**src/tsl_pkg.sv**
```systemverilog
package tsl_pkg;

    // ****************************************
    // Timing
    // ****************************************
    localparam int CLOCK_HZ = 100_000_000;
    localparam int OSC_MIN_HZ = 50_000;
    localparam int OSC_MAX_HZ = 100_000;
    localparam int OSC_DEFAULT_HZ = 50_000;
    localparam int SWITCH_DELAY_MIN_MS = 50;
    localparam int SWITCH_DELAY_TYP_MS = 100;
    localparam int SWITCH_DELAY_MAX_MS = 200;
    // Oscillator cycles for a least switch delay at 50 kHz, rounded up
    localparam int QUAL_CYCLES = (SWITCH_DELAY_MIN_MS * OSC_MIN_HZ + 999) / 1000;
    localparam int QUAL_WIDTH = 16;

    // ****************************************
    // Channel counts and lock options
    // ****************************************
    localparam int CHANNELS_SMALL = 7;
    localparam int CHANNELS_LARGE = 16;
    localparam int LOCK_NONE = 0;
    localparam int LOCK_LOW4 = 4;
    localparam int LOCK_LOW8 = 8;

    // ****************************************
    // Reset values
    // ****************************************
    localparam logic RESET_LATCH = 1'h0;
    localparam logic RESET_SCAN = 1'h0;

endpackage : tsl_pkg

```
**src/tsl_touch_latch.sv**
```systemverilog
`timescale 1ns/1ns
`default_nettype none

// Functional notes
// Input n drives only output n
// Channel count is 7 or 16
// Oscillator rate settable, 50 to 100 kHz
// Touch is level drop versus reference
// Selected output drives rail, else high impedance
// Momentary: output active only while touched
// Open mode pin means momentary, reads 0
// Mode 1: qualified touch sets latch, stays
// Each further touch inverts latched output
// Mode pulse to 0 clears toggle latches
// Scan clock out at oscillator rate
// Option locks low channels in momentary
// Mode 0: locked builds behave like plain
// Mode may come from own toggle output
// Touch must persist the switch delay
// Per-channel counter, clears when touch gone
module tsl_touch_latch #(
    parameter int CHANNELS = tsl_pkg::CHANNELS_LARGE,
    parameter int LOCKED = tsl_pkg::LOCK_NONE,
    parameter int OSC_HZ = tsl_pkg::OSC_DEFAULT_HZ,
    parameter int QUAL_COUNT = tsl_pkg::QUAL_CYCLES
) (
    input wire logic clock,
    input wire logic reset,
    input wire logic [CHANNELS-1:0] pad_level_low,
    input wire logic mode_toggle,
    output logic [CHANNELS-1:0] output_drive,
    output logic [CHANNELS-1:0] output_enable,
    output logic panel_scan_clock_out
);

    localparam int HALF = tsl_pkg::CLOCK_HZ / (2 * OSC_HZ);
    localparam int QW = tsl_pkg::QUAL_WIDTH;

    // ****************************************
    // Elaboration checks
    // ****************************************
    initial
    begin
        if (CHANNELS != tsl_pkg::CHANNELS_SMALL && CHANNELS != tsl_pkg::CHANNELS_LARGE)
        begin
            $error("Channel count must be 7 or 16");
        end
        if (LOCKED != tsl_pkg::LOCK_NONE && LOCKED != tsl_pkg::LOCK_LOW4
            && !(LOCKED == tsl_pkg::LOCK_LOW8 && CHANNELS == tsl_pkg::CHANNELS_LARGE))
        begin
            $error("Unsupported locked channel option");
        end
        if (OSC_HZ < tsl_pkg::OSC_MIN_HZ || OSC_HZ > tsl_pkg::OSC_MAX_HZ)
        begin
            $error("Oscillator rate out of range");
        end
        if (QUAL_COUNT < 1 || QUAL_COUNT >= (1 << QW))
        begin
            $error("Qualification count out of range");
        end
    end

    // ****************************************
    // Oscillator and scan clock
    // ****************************************
    logic osc_tick;
    logic scan_level;

    tsl_osc_divider #(
        .HALF_PERIOD(HALF)
    ) u_osc (
        .clock(clock),
        .reset(reset),
        .osc_tick(osc_tick),
        .scan_level(scan_level)
    );

    always_ff @(posedge clock)
    begin
        if (reset)
        begin
            panel_scan_clock_out <= tsl_pkg::RESET_SCAN;
        end
        else
        begin
            panel_scan_clock_out <= scan_level;
        end
    end

    // ****************************************
    // Mode pin: falling edge (high to low) clears toggle latches
    // ****************************************
    logic mode_prev;

    always_ff @(posedge clock)
    begin
        if (reset)
        begin
            mode_prev <= 1'h0;
        end
        else
        begin
            mode_prev <= mode_toggle;
        end
    end

    // ****************************************
    // Per-channel qualification and latch
    // ****************************************
    logic [QW-1:0] qual_count [CHANNELS];
    logic [CHANNELS-1:0] qualified;
    logic [CHANNELS-1:0] qualified_prev;
    logic [CHANNELS-1:0] latch;
    logic clear_all;

    // Channel follows its pad when locked or mode pin is low
    function automatic logic is_momentary(input int index, input logic toggle);
        return (index < LOCKED) || !toggle;
    endfunction : is_momentary

    // Counter has reached the qualification count
    function automatic logic count_done(input logic [QW-1:0] value);
        return value == QW'(QUAL_COUNT);
    endfunction : count_done

    assign clear_all = mode_prev && !mode_toggle;

    // Pad level drop is judged against the reference off-chip
    always_ff @(posedge clock)
    begin
        for (int i = 0; i < CHANNELS; i++)
        begin
            if (reset || !pad_level_low[i])
            begin
                qual_count[i] <= '0;
            end
            else if (osc_tick && !count_done(qual_count[i]))
            begin
                qual_count[i] <= qual_count[i] + QW'(1);
            end
        end
    end

    always_ff @(posedge clock)
    begin
        if (reset)
        begin
            qualified <= '0;
        end
        else
        begin
            for (int i = 0; i < CHANNELS; i++)
            begin
                qualified[i] <= pad_level_low[i] && count_done(qual_count[i]);
            end
        end
    end

    // ****************************************
    // Toggle latches
    // ****************************************
    always_ff @(posedge clock)
    begin
        if (reset)
        begin
            qualified_prev <= '0;
            latch <= {CHANNELS{tsl_pkg::RESET_LATCH}};
        end
        else
        begin
            qualified_prev <= qualified;
            for (int i = 0; i < CHANNELS; i++)
            begin
                if (clear_all)
                begin
                    latch[i] <= 1'h0;
                end
                else if (mode_toggle && qualified[i] && !qualified_prev[i])
                begin
                    latch[i] <= ~latch[i];
                end
            end
        end
    end

    // ****************************************
    // Output stage
    // ****************************************
    always_ff @(posedge clock)
    begin
        if (reset)
        begin
            output_enable <= '0;
            output_drive <= '0;
        end
        else
        begin
            output_drive <= '1;
            for (int i = 0; i < CHANNELS; i++)
            begin
                if (is_momentary(i, mode_toggle))
                begin
                    output_enable[i] <= qualified[i];
                end
                else
                begin
                    output_enable[i] <= latch[i];
                end
            end
        end
    end

endmodule : tsl_touch_latch

`default_nettype wire

```
**src/tsl_osc_divider.sv**
```systemverilog
`timescale 1ns/1ns
`default_nettype none

// ****************************************
// Oscillator divider: tick at osc rate, scan clock square wave
// ****************************************
module tsl_osc_divider #(
    parameter int HALF_PERIOD = 1000
) (
    input wire logic clock,
    input wire logic reset,
    output logic osc_tick,
    output logic scan_level
);

    localparam int CW = $clog2(HALF_PERIOD + 1);

    logic [CW-1:0] count;

    initial
    begin
        if (HALF_PERIOD < 1)
        begin
            $error("Divider half period too small");
        end
    end

    always_ff @(posedge clock)
    begin
        if (reset)
        begin
            count <= '0;
            scan_level <= tsl_pkg::RESET_SCAN;
            osc_tick <= 1'h0;
        end
        else if (count == CW'(HALF_PERIOD - 1))
        begin
            count <= '0;
            scan_level <= ~scan_level;
            osc_tick <= scan_level;
        end
        else
        begin
            count <= count + CW'(1);
            osc_tick <= 1'h0;
        end
    end

endmodule : tsl_osc_divider

`default_nettype wire

```
**config.mk**
```make
export PLATFORM = sky130hd
export DESIGN_NAME = tsl_touch_latch
export DESIGN_NICKNAME = d
export VERILOG_FILES = /design/src/tsl_pkg.sv /design/src/tsl_touch_latch.sv /design/src/tsl_osc_divider.sv
export SDC_FILE = /design/constraint.sdc
export NUM_CORES = 1
export LEC_CHECK = 0
export ABC_AREA = 0
export BUFFER_PORTS_ARGS = -buffer_cell sky130_fd_sc_hd__buf_4
export CAP_MARGIN = 25
export CORE_ASPECT_RATIO = 1.75
export CORE_MARGIN = 2
export CORE_UTILIZATION = 60
export DETAILED_ROUTE_END_ITERATION = 12
export MAX_ROUTING_LAYER = met4
export PLACE_DENSITY = 0.77
export SLEW_MARGIN = 20
export SYNTH_ARGS = -nofsm -noshare
export SYNTH_HDL_FRONTEND = slang
export SYNTH_SLANG_ARGS = --single-unit
```
**constraint.sdc**
```tcl
create_clock -name clock -period 4.9 [get_ports clock]
set_input_delay 0.49 -clock clock [delete_from_list [all_inputs] [get_ports clock]]
set_output_delay 0.49 -clock clock [all_outputs]
set_load 0.1 [all_outputs]
```
==> run summary <==
Cell Area, Synth -> 17070 µm²
Met2 Routed Length -> 16730 µm
Syn. warnings -> 0
peak supply drop -> 0.0002840 V
Post-synth EDFFs -> 256
Placed Area -> 17670 µm²
fin crit share -> 0.5193
RSZ-0062 raised after global routing -> no
post-route setup TNS -> 0 ps
1st-iter DRT viols -> 745
iteration count of the initial detailed-routing pass -> 5
Setup Buffers After CTS -> 0
antenna violations before repair -> 0
post-synth top area share -> 0.4504
vias in the first global route -> 11806
Die Area -> 29870 µm²
first-pass GRT wire length -> 53940 µm
#FFs+latches synth -> 335
Post-Syn Instances -> 1668
Yosys top cell by area -> edfxtp_1
CTS clk-pin slew, worst paths -> 70 ps
top post-synthesis cells by area -> edfxtp_1, dfxtp_1, xnor2_1, nor2_1, nand3_1
status -> finished, final reports clean
Hold EP -> qualified[12]
buffer and inverter count on the worst path -> 1
FP Rows -> 81
critical path's top delay family -> simple AND/OR/NAND/NOR gates
total gr overflow -> 0
fin nets -> 1753
Fin Hold WS -> 212.9 ps
Die Wd -> 131.5 µm
Crit Path Max Fanout -> 16
Worst Tran Pin Value -> 820.5 ps
crit-path cells -> inv_1, ha_1, or4b_4, or4_4, nand2_1, nand2_1
hold path depth -> 2
CTS Buffer Depth -> 3
CP peak stage delay -> 520 ps
Chip Height -> 227.1 µm
GR Util All Layers -> 0.2198
CTS tree -> built
Via density -> 5.768
Crit path arrival time -> 2680 ps
reg-to-reg setup timing slack -> 2360 ps
CTS Buf Count -> 29
n_diodes -> 0
largest net degree at the start of global routing -> 71
htree depth -> 1
Startpoint Class -> register
Vias -> 12090
post-synthesis sequential area ratio -> 0.5430
ys async rst share -> 0
M1 wire length -> 13280 µm
Top Layer Used -> met4
f_max -> 393.0 MHz
Crit Path Category -> register to register
Hold Path Class -> input pin to register
Slew Viols, Final -> 0
R2R Path End -> qual_count[0][66]
min-delay src -> pad_level_low[12]
starting density of the core -> 0.6102
clock sinks -> 335
Slowest cell on crit path -> or4_4
synthesized net count -> 1720
crit end category -> register
prevailing post-synth register cell -> edfxtp_1
Slew headroom -> 0.4530
Syn-to-layout area delta -> 9.441%
DR WL/cell -> 15.34 µm
most frequent CP cell -> nand2_1
reg2reg path depth -> 6
Total Wirelength -> 32160 µm
io pins -> 52
Hold Fails Final Rpt -> 0
final RePlAce weighted congestion -> 0.9010
Tmin final -> 2545 ps
CP required -> 5030 ps
Leak -> 0.006012 µW
Post-CTS Resized -> 0
FF-to-FF Start -> qual_count[0][64]
PortBufs -> 51
post-cts hold buffer count -> 0
met3 WL -> 1167 µm
Core Footprint -> 27970 µm²
Unique masters post-synth -> 39
hpwl dp -> 21640 µm
Pwr per Cell Area -> 323.0 nW/µm²
syn_area_per_cell -> 10.23 µm²
Routed Antenna Nets -> 0
Setup Viol. Count Final -> 0
Skew-Pair Late Insertion Delay -> 560 ps
clock skew -> 17.51 ps
Max Cap Viol -> 0
layout cells sized above 1 -> 0.06210
top-count cell post-synth -> nor2_1
CTS root buffer -> clkbuf_16
top cells by count, synth -> nor2_1, edfxtp_1, xnor2_1, nand3_1, nand2_1
Post-route DRC -> 0
Design Area, Final -> 18680 µm²
[through the flow]
step | setup slack (ps) | util | instances | total power, µW
finish | 2355 | 0.6678 | 2096 | 6033
global route | 2243 | 0.6678 | 2096 | 6249
CTS | 2316 | 0.6678 | 2096 | 6087
detailed placement | 2325 | 0.6317 | 2043 | 3687
global placement | 2390 | 0.6317 | 2043 | 3674
floorplan | 2603 | - | 1668 | 3590
[cell type report]
class	count	area, µm²
clock buffer	42	902.1
clock inverter	11	108.9
fill	2151	9291
inverter	90	337.8
multi-input combinational	1193	7204
sequential	335	9270
tap	373	466.7
timing repair buffer	52	390.4
[kinds of logic (layout without fill, tap and decap cells)]
group | count (synthesis) | count (layout) | synth area share
flip-flops | 335 | 335 | 0.5430
buffers and inverters | 140 | 195 | 0.03489
multiplexers | 16 | 16 | 0.009383
adder cells (fa/ha/maj) | 33 | 33 | 0.02419
XOR/XNOR | 224 | 224 | 0.1149
AND/OR/NAND/NOR | 869 | 869 | 0.2582
AO/OA/AOI/OAI | 51 | 51 | 0.01539
[report_power, final]
group,switching (µW),total [µW],leakage [µW],internal (µW)
Sequential,150,3320,0.00342,3170
Clock,1020,2400,0.000501,1380
Combinational,191,315,0.00209,124
Total,1360,6030,0.00601,4670
[worst register-to-register path: cells and delay by family (launching register included)]
family                   cells  cell delay [ps]
AND/OR/NAND/NOR              4             1460
flip-flops                   1              440
adder cells (fa/ha/maj)      1              130
buffers and inverters        1               90
[routing by layer]
metal | vias to the layer above | GRT usage
met1 | 5823 | 0.2477
met3 | 74 | 0.02405
li1 | 5942 | -
met2 | 251 | 0.4008
met4 | 0 | 0.08626
met5 | - | -
[flip-flops by register name, indices dropped and copies added (netlist names)]
signal                count
qual_count              256
latch                    16
output_enable            16
qualified                16
qualified_prev           16
u_osc.count              10
mode_prev                 1
output_drive              1
panel_scan_clock_out      1
u_osc.osc_tick            1
u_osc.scan_level          1
[cells in the final DEF, fill, tap and decap left out, drive strengths merged, types with 54 or more instances in the layout]
cell	synthesis	routed
nor2	318	318
nand3	109	109
nand2	98	98
inv	90	91
edfxtp	256	256
xnor2	175	175
nor3	55	55
dfxtp	79	79
nand4	75	75
nor4	54	54
[worst max path at each step]
stage	start	to	cells after the start
final	qual_count[0][64]	qual_count[0][66]	6
after global routing	qual_count[0][64]	qual_count[0][78]	6
after CTS	qual_count[0][64]	qual_count[0][79]	6
after detailed placement	qual_count[0][64]	qual_count[0][65]	6
after global placement	qual_count[0][64]	qual_count[0][75]	6
after floorplan	qual_count[0][64]	qual_count[0][64]	6
Note: power is estimated with default switching activity, not from simulation.
